**config.mk**
```make
export PLATFORM = sky130hd
export DESIGN_NAME = lvc_core
export DESIGN_NICKNAME = d
export VERILOG_FILES = /design/src/lvc_pkg.sv /design/src/lvc_core.sv
export SDC_FILE = /design/constraint.sdc
export NUM_CORES = 1
export LEC_CHECK = 0
export BUFFER_PORTS_ARGS = -buffer_cell sky130_fd_sc_hd__buf_2
export CAP_MARGIN = 0
export CORE_ASPECT_RATIO = 0.7
export CORE_MARGIN = 2
export CORE_UTILIZATION = 35
export CTS_CLUSTER_DIAMETER = 150
export DETAILED_ROUTE_END_ITERATION = 7
export PLACE_DENSITY = 0.58
export SYNTH_ARGS = -nofsm -noshare
export SYNTH_HDL_FRONTEND = slang
export SYNTH_SLANG_ARGS = --single-unit
export TNS_END_PERCENT = 30
```
**constraint.sdc**
```tcl
create_clock -name core_clk -period 2.95 [get_ports core_clk]
set_input_delay 0.4425 -clock core_clk [delete_from_list [all_inputs] [get_ports core_clk]]
set_output_delay 0.4425 -clock core_clk [all_outputs]
set_load 0.02 [all_outputs]
```
**src/lvc_pkg.sv**
```systemverilog
// lvc_pkg: register map, field layouts and timing constants for the
// record-path automatic level control configuration block.
// assumes a single 10 MHz core clock and an 8-bit register port.
`default_nettype none
package lvc_pkg;
	// register addresses on the serial control port (7-bit)
	localparam logic [6:0] ADDR_MODE = 7'h7b;
	localparam logic [6:0] ADDR_THR_TIME = 7'h7c;
	localparam logic [6:0] ADDR_RESTART_GAIN = 7'h7d;
	// reset values (all controls off)
	localparam logic [7:0] MODE_RST = 8'h00;
	localparam logic [7:0] THR_TIME_RST = 8'h00;
	localparam logic [7:0] UNMAPPED_RD = 8'h00;
	// recovery mode codes
	localparam logic [1:0] REC_NONE = 2'h0;
	localparam logic [1:0] REC_NORMAL = 2'h1;
	localparam logic [1:0] REC_LIMITED = 2'h2;
	// sample rate codes (host keeps 2'h3 unused)
	localparam logic [1:0] RATE_96K = 2'h0;
	localparam logic [1:0] RATE_48K = 2'h1;
	localparam logic [1:0] RATE_32K = 2'h2;
	// limited recovery counter limits
	localparam logic [4:0] LIM_0 = 5'h03;
	localparam logic [4:0] LIM_1 = 5'h07;
	localparam logic [4:0] LIM_2 = 5'h0f;
	localparam logic [4:0] LIM_3 = 5'h1f;
	// thresholds as dB below full scale
	localparam logic [7:0] RTH_0 = 8'h02;
	localparam logic [7:0] RTH_1 = 8'h03;
	localparam logic [7:0] RTH_2 = 8'h04;
	localparam logic [7:0] RTH_3 = 8'h06;
	localparam logic [7:0] ATH_0 = 8'h00;
	localparam logic [7:0] ATH_1 = 8'h01;
	localparam logic [7:0] ATH_2 = 8'h02;
	localparam logic [7:0] ATH_3 = 8'h04;
	// timer periods in ms
	localparam logic [8:0] REC_MS_0 = 9'h020;
	localparam logic [8:0] REC_MS_1 = 9'h040;
	localparam logic [8:0] REC_MS_2 = 9'h080;
	localparam logic [8:0] REC_MS_3 = 9'h100;
	localparam logic [8:0] ATK_MS_0 = 9'h001;
	localparam logic [8:0] ATK_MS_1 = 9'h004;
	// clock period and one millisecond, both in ns
	localparam int unsigned CLK_PERIOD_NS = 100;
	localparam int unsigned MS_NS = 1000000;
	localparam logic [7:0] GAIN_MAX = 8'hff;
	// first control register layout
	typedef struct packed {
		logic [1:0] rate_select;
		logic [1:0] recovery_count_limit;
		logic [1:0] recovery_mode_select;
		logic limit_detect_mode;
		logic level_control_enable;
	} lvc_mode_t;
	// second control register layout
	typedef struct packed {
		logic reserved;
		logic [1:0] recovery_threshold;
		logic [1:0] attack_threshold;
		logic [1:0] recovery_time_select;
		logic attack_time_select;
	} lvc_thr_time_t;
endpackage
`default_nettype wire

```
**src/lvc_core.sv**
```systemverilog
// lvc_core: level control registers plus the gain reduction stepper.
// assumes the serial control port decoder delivers one-cycle read and
// write strobes on core_clk, and that level meters on core_clk report
// per-channel peak as dB below full scale with a one-cycle valid.
//
// Operation
// - limited recovery bounded by counter limit field
// - mode field picks none, normal, limited recovery
// - detect on either channel, or both channels
// - level control acts only while enabled
// - first register layout at 0x7B
// - second register layout at 0x7C, bit7 reserved
// - threshold codes decode to fixed dB levels
// - recovery and attack step periods per code
// - third register is restart and readback only
// - any write to third register restarts
// - reading third register returns gain reduction
`default_nettype none
module lvc_core #(
	parameter int unsigned MS_TICK_CYCLES = lvc_pkg::MS_NS / lvc_pkg::CLK_PERIOD_NS
) (
	input wire logic core_clk,
	input wire logic rst,
	input wire logic [6:0] reg_addr,
	input wire logic reg_wr,
	input wire logic [7:0] reg_wdata,
	input wire logic reg_rd,
	input wire logic [7:0] lvl_left_db,
	input wire logic [7:0] lvl_right_db,
	input wire logic lvl_valid,
	output logic [7:0] reg_rdata,
	output logic reg_rvalid,
	output logic [7:0] gain_reduction,
	output logic [1:0] rate_select
);
	// threshold decode, used by detector and by checks
	function automatic logic [7:0] rec_thr_db(input logic [1:0] c);
		unique case (c)
			2'h0: rec_thr_db = lvc_pkg::RTH_0;
			2'h1: rec_thr_db = lvc_pkg::RTH_1;
			2'h2: rec_thr_db = lvc_pkg::RTH_2;
			2'h3: rec_thr_db = lvc_pkg::RTH_3;
		endcase
	endfunction
	function automatic logic [7:0] atk_thr_db(input logic [1:0] c);
		unique case (c)
			2'h0: atk_thr_db = lvc_pkg::ATH_0;
			2'h1: atk_thr_db = lvc_pkg::ATH_1;
			2'h2: atk_thr_db = lvc_pkg::ATH_2;
			2'h3: atk_thr_db = lvc_pkg::ATH_3;
		endcase
	endfunction
	function automatic logic [4:0] count_limit(input logic [1:0] c);
		unique case (c)
			2'h0: count_limit = lvc_pkg::LIM_0;
			2'h1: count_limit = lvc_pkg::LIM_1;
			2'h2: count_limit = lvc_pkg::LIM_2;
			2'h3: count_limit = lvc_pkg::LIM_3;
		endcase
	endfunction
	function automatic logic [8:0] rec_period_ms(input logic [1:0] c);
		unique case (c)
			2'h0: rec_period_ms = lvc_pkg::REC_MS_0;
			2'h1: rec_period_ms = lvc_pkg::REC_MS_1;
			2'h2: rec_period_ms = lvc_pkg::REC_MS_2;
			2'h3: rec_period_ms = lvc_pkg::REC_MS_3;
		endcase
	endfunction

	lvc_pkg::lvc_mode_t mode_r; // first control register
	lvc_pkg::lvc_thr_time_t thr_r; // second control register
	logic [7:0] gain_r; // current gain reduction, 1 dB steps
	logic [13:0] tick_cnt_r; // ms prescaler
	logic ms_tick_r; // one-cycle ms strobe
	logic [8:0] atk_cnt_r; // attack timer in ms
	logic [8:0] rec_cnt_r; // recovery timer in ms
	logic [4:0] rstep_r; // recovery steps since last attack
	logic over_r; // latest sample over attack threshold
	logic under_r; // latest sample under recovery threshold
	logic [7:0] rdata_r;
	logic rvalid_r;

	// register decode
	wire wr_mode = reg_wr && reg_addr == lvc_pkg::ADDR_MODE;
	wire wr_thr = reg_wr && reg_addr == lvc_pkg::ADDR_THR_TIME;
	wire restart = reg_wr && reg_addr == lvc_pkg::ADDR_RESTART_GAIN;
	wire enabled = mode_r.level_control_enable;
	wire [7:0] rd_mux = (reg_addr == lvc_pkg::ADDR_MODE) ? mode_r :
		(reg_addr == lvc_pkg::ADDR_THR_TIME) ? thr_r :
		(reg_addr == lvc_pkg::ADDR_RESTART_GAIN) ? gain_r :
		lvc_pkg::UNMAPPED_RD;

	// level detection; smaller dB figure means louder
	wire [7:0] atk_db = atk_thr_db(thr_r.attack_threshold);
	wire [7:0] rec_db = rec_thr_db(thr_r.recovery_threshold);
	wire left_over = lvl_left_db <= atk_db;
	wire right_over = lvl_right_db <= atk_db;
	wire sample_over = mode_r.limit_detect_mode ? (left_over && right_over) :
		(left_over || right_over);
	wire sample_under = lvl_left_db >= rec_db && lvl_right_db >= rec_db;

	// step timing
	wire [8:0] atk_ms = thr_r.attack_time_select ? lvc_pkg::ATK_MS_1 :
		lvc_pkg::ATK_MS_0;
	wire [8:0] rec_ms = rec_period_ms(thr_r.recovery_time_select);
	wire [4:0] lim = count_limit(mode_r.recovery_count_limit);
	wire [1:0] rmode = mode_r.recovery_mode_select;
	// recovery allowed by mode; 2'h3 behaves as no recovery
	wire rec_allowed = (rmode == lvc_pkg::REC_NORMAL) ||
		(rmode == lvc_pkg::REC_LIMITED && rstep_r < lim);
	wire atk_due = over_r && ms_tick_r && atk_cnt_r >= atk_ms - 9'h001;
	wire rec_due = !over_r && under_r && rec_allowed && gain_r != 8'h00 &&
		ms_tick_r && rec_cnt_r >= rec_ms - 9'h001;

	// register writes; reserved bit 7 of second register held at zero
	always_ff @(posedge core_clk) begin
		if (rst) begin
			mode_r <= lvc_pkg::MODE_RST;
			thr_r <= lvc_pkg::THR_TIME_RST;
		end else begin
			if (wr_mode) begin
				mode_r <= reg_wdata;
			end
			if (wr_thr) begin
				thr_r <= {1'b0, reg_wdata[6:0]};
			end
		end
	end

	// read port: data one cycle after strobe
	always_ff @(posedge core_clk) begin
		if (rst) begin
			rdata_r <= 8'h00;
			rvalid_r <= 1'b0;
		end else begin
			rvalid_r <= reg_rd;
			if (reg_rd) begin
				rdata_r <= rd_mux;
			end
		end
	end

	// ms prescaler free-runs so timers stay coarse but cheap
	always_ff @(posedge core_clk) begin
		if (rst || tick_cnt_r == 14'(MS_TICK_CYCLES - 1)) begin
			tick_cnt_r <= 14'h0000;
		end else begin
			tick_cnt_r <= tick_cnt_r + 14'h0001;
		end
	end
	always_ff @(posedge core_clk) begin
		if (rst) begin
			ms_tick_r <= 1'b0;
		end else begin
			ms_tick_r <= tick_cnt_r == 14'(MS_TICK_CYCLES - 1);
		end
	end

	// detector flags follow the latest meter sample
	always_ff @(posedge core_clk) begin
		if (rst || !enabled || restart) begin
			over_r <= 1'b0;
			under_r <= 1'b0;
		end else if (lvl_valid) begin
			over_r <= sample_over;
			under_r <= sample_under;
		end
	end

	// attack and recovery timers
	always_ff @(posedge core_clk) begin
		if (rst || !enabled || restart) begin
			atk_cnt_r <= 9'h000;
			rec_cnt_r <= 9'h000;
		end else begin
			if (!over_r || atk_due) begin
				atk_cnt_r <= 9'h000;
			end else if (ms_tick_r) begin
				atk_cnt_r <= atk_cnt_r + 9'h001;
			end
			// a loud sample, a blocked mode or a new period restarts the wait,
			// so the first step after recovery is allowed again is never early
			if (over_r || !under_r || !rec_allowed || gain_r == 8'h00 || wr_thr || rec_due) begin
				rec_cnt_r <= 9'h000;
			end else if (ms_tick_r) begin
				rec_cnt_r <= rec_cnt_r + 9'h001;
			end
		end
	end

	// gain stepper; attack wins over recovery, saturates at both ends
	always_ff @(posedge core_clk) begin
		if (rst || !enabled || restart) begin
			gain_r <= 8'h00;
			rstep_r <= 5'h00;
		end else if (atk_due) begin
			if (gain_r != lvc_pkg::GAIN_MAX) begin
				gain_r <= gain_r + 8'h01;
			end
			rstep_r <= 5'h00;
		end else if (rec_due) begin
			gain_r <= gain_r - 8'h01;
			if (rstep_r != lvc_pkg::LIM_3) begin
				rstep_r <= rstep_r + 5'h01;
			end
		end
	end

	assign reg_rdata = rdata_r;
	assign reg_rvalid = rvalid_r;
	assign gain_reduction = gain_r;
	assign rate_select = mode_r.rate_select;
endmodule
`default_nettype wire

```
==> reports/summary.md <==
By area the synthesized netlist is led by dfxtp_1, ha_1, nor2_1, nand2_1, xor2_1. At the worst endpoint, the required time is 3.22 ns. The max-slew headroom at the worst pin is 0.616, and the initial DRC count is 168. The floorplan step defined a core boundary enclosing 10500 um^2.

The tools report the kind of end point of the critical path as a flip-flop. The actual transition at the worst max-transition pin was 0.572 ns; the antenna diode count was 0. Count of final max-slew check failures: 0.

The number of hold buffers added after CTS was 0. The synthesized area per cell is 8.43 um^2, and the Yosys warning count is 0. The flip-flop and latch count after synthesis is 72, and the die outline area is 11800 um^2. The total area of multi-input combinational cells was 2260 um^2. At the worst endpoint, the arrival time is 2.99 ns.

In this run the deepest clock path goes through 2 buffers. The number of CTS-inserted buffers came out at 9. The run finished with clean final reports. In this run the power spent charging and discharging nets is 466 uW.

Summed over all instances, the cell type with the most area after synthesis is dfxtp_1. TritonCTS built the clock tree. Leaving out fill and tap cells, the most frequent cell in the layout is dfxtp_1. The worst hold path startpoint was lvl_valid. The area growth from synthesis to layout is 19.9%.

Internal power summed over all cells: 1780 uW. The number of top-level pins is 55, and the count of buffering cells on the critical path with inverters included is 1. The top-area cell type share of the netlist area is 0.375. The root cell of the clock tree was clkbuf_16.

The count of buffers inserted at the top-level ports came out at 54. For this run, the leading register cell type out of synthesis is dfxtp_1. The cell at the slowest stage of the critical path is dfxtp_1. The routed wire length per instance is 14.1 um, and the max-capacitance violation count is 0.

The number of cells on the worst reg-to-reg path is 11. The share of async-settable or async-resettable flops after synthesis works out to 0. Measured along the y axis, the die boundary spans 91.7 um. The detailed-placement wirelength estimate is 7170 um. The routed layout has 3316 vias.

The critical path goes through inv_1 -> ha_1 -> o21ai_0 -> a31o_2 -> ha_1 -> a21oi_1 -> o211ai_1 -> o41ai_1 -> xor2_1 -> or3_1 -> a21oi_1. The switching power share of the total is 0.208, and the shortest clock period the worst path allows after layout is 2.72 ns. The startpoint identified for the worst register-to-register timing path is atk_cnt_r[0]$_SDFFE_PP0P_. Setup slack on the worst reg-to-reg path comes out at 0.23 ns. Type of the most critical hold path: input pin to flip-flop. The tools report the endpoint of the worst-slack reg-to-reg timing path as gain_reduction[7]$_SDFFE_PP0P_.

Global routing finished with a remaining overflow of 0. From left edge to right edge, the die measures 129 um. Grouping stages by cell kind, the critical path spends the most delay in compound AO/OA/AOI/OAI gates.

For this run, the top clock speed supported by timing is 367 MHz. The critical setup path kind was flip-flop to flip-flop. The logic gate share of total power was 0.046; the critical-path maximum fanout was 5. The tools report the number of global-route vias before repair as 3213. The part of the cycle the worst path needs is 0.924, and the later-pin clock latency in the skew report is 0.34 ns.

The logs give 1047 for the number of filler instances in the final layout and 0.343 ns for the final hold slack. The run gives 3 as the number of H-tree levels. The power share of the clock group was 0.512. The run gives 456 as the synthesized instance count. For the total nets after synthesis, the log shows 525. The library cells used most frequently in the layout, excluding fill and tap cells, are dfxtp_1, nor2_1, nand2_1.

The tools report the mapped cell area as 3840 um^2. The first detailed-routing pass ran for 4 iterations. The path with the worst hold slack has its endpoint at over_r$_SDFFE_PP0P_. Setup repair after global routing left no endpoint under its margin. The logs give 0 ns for the final total negative setup slack and 0.375 for the sequential fraction of the synthesis area. In this design, the stage delay of the slowest critical-path cell is 0.39 ns. The run gives 0 as the number of antenna violations at the first check in global routing.

The total power after layout is 2240 uW. The cell depth of the worst min-delay path is 2, and the portion of total power attributed to sequential cells is 0.442. The count of cells in the finished layout, fillers not included, comes to 667. At the end of routability-driven placement, the weighted congestion stood at 0.848.

The clock net sink count is 72. The worst IR drop on VDD is 0.000244 V, and the final count of hold timing violations is 0. For the initial cell density of the core, the log shows 0.366. The logs give 1440 um^2 for the storage element area and 27 for the largest net degree at the start of global routing. The worst setup path is launched from a flip-flop.

The logs give 0.438 for the utilization of the core after routing and 0 for the number of nets with antenna violations after detailed routing. Leakage component of the power: 0.00183 uW. The first global-routing pass estimated 15600 um of wire. Counting flops with a built-in enable in the synthesized netlist gives 0. After clock tree synthesis, the clock-pin slew on the worst setup and hold paths is 0.06 ns.

The power density relative to cell area is 487 nW/um^2. The number of remaining DRC errors is 0. The share of post-route cells with drive strength above 1 was 0.164. Overall global routing resource usage: 0.169. Using the TritonRoute via totals, the vias-per-cell ratio works out to 4.97. For the count of endpoints failing setup in the final report, the log shows 0.

In this run the core area contains 31 standard-cell rows. Summed over all layers, the routed wires come to 9420 um. Total number of nets in the final design: 585. The tools report the number of placed cells counting well taps as 653. The worst clock skew is 0.0121 ns. The netlist uses 51 different library cells.
worst reg2reg max path, stage by stage, from the launching register on:
cell and delay [ns]:
dfxtp_1 0.39, inv_1 0.06, ha_1 0.28, o21ai_0 0.16, a31o_2 0.24, ha_1 0.25, a21oi_1 0.20, o211ai_1 0.17
o41ai_1 0.35, xor2_1 0.12, or3_1 0.32, a21oi_1 0.13
registers in the layout, summed over array words and instances (netlist names):
register and flops:
atk_cnt_r 9, gain_reduction 8, reg_rvalid 1, tick_cnt_r 14, rmode 2, enabled 1, rate_select 2, rec_cnt_r 9
under_r 1, over_r 1, rstep_r 5, ms_tick_r 1, reg_rdata 8, thr_r 7, mode_r 3
metrics by stage:
stage / instance area (um^2) / worst slack [ns]
2_1_floorplan: 3840 / 0.390
4_1_cts: 4610 / 0.240
3_5_place_dp: 4300 / 0.267
3_3_place_gp: 4300 / 0.323
6_report: 4610 / 0.225
5_1_grt: 4610 / 0.0589
cell families (layout without fill, tap and decap cells):
logic type / count (synthesis) / after routing / share of synthesized area
AO/OA/AOI/OAI: 56 / 56 / 0.103
XOR/XNOR: 37 / 37 / 0.0843
adder cells (fa/ha/maj): 34 / 34 / 0.112
buffers and inverters: 33 / 96 / 0.0371
flip-flops: 72 / 72 / 0.375
multiplexers: 11 / 11 / 0.0287
other: 1 / 1 / 0.000976
AND/OR/NAND/NOR: 212 / 212 / 0.259
per-layer routing:
layer	vias up	GRT usage	share of wire
li1	1700	-	-
met1	1519	0.246	0.53
met2	89	0.239	0.40
met3	8	0.0467	0.068
met4	0	0.0507	0.0088
met5	-	0	0
worst max path at each step:
stage,from,end,depth (start not counted)
6_report,atk_cnt_r[0]$_SDFFE_PP0P_,gain_reduction[7]$_SDFFE_PP0P_,11
5_1_grt,atk_cnt_r[0]$_SDFFE_PP0P_,gain_reduction[7]$_SDFFE_PP0P_,11
4_1_cts,atk_cnt_r[0]$_SDFFE_PP0P_,gain_reduction[6]$_SDFFE_PP0P_,12
3_5_place_dp,thr_r[0]$_SDFFE_PP0P_,gain_reduction[6]$_SDFFE_PP0P_,12
3_3_place_gp,atk_cnt_r[0]$_SDFFE_PP0P_,gain_reduction[6]$_SDFFE_PP0P_,12
2_1_floorplan,atk_cnt_r[0]$_SDFFE_PP0P_,gain_reduction[7]$_SDFFE_PP0P_,11
synthesized netlist by cell type, drive strengths merged, types with 11 or more instances:
cell type  instances
nor3              14
mux2i             11
nor2              71
nand4             13
nand3             22
ha                32
nand2             56
a21oi             20
dfxtp             72
xnor2             15
inv               18
xor2              22
power by group through the flow:
stage	clock [uW]	combinational [uW]	sequential, uW
finish	1150	103	991
global route	1210	117	992
global placement	0	100	1010
detailed placement	0	103	1010
floorplan	0	48.9	1020
CTS	1170	104	991
final cells by class:
cell class,instances,area share
clock buffers,10,0.0519
clock inverters,4,0.0152
inverters,18,0.0147
multi-input cells,351,0.490
flip-flops and latches,72,0.313
well taps,148,0.0402
repair buffers,64,0.0750
what timing repair did:
item	4_1_cts	5_1_grt
setup buffers	0	0
setup endpoints to repair	0	1
gates resized for setup	0	1
No activity file was read; power rests on OpenSTA's default activity.
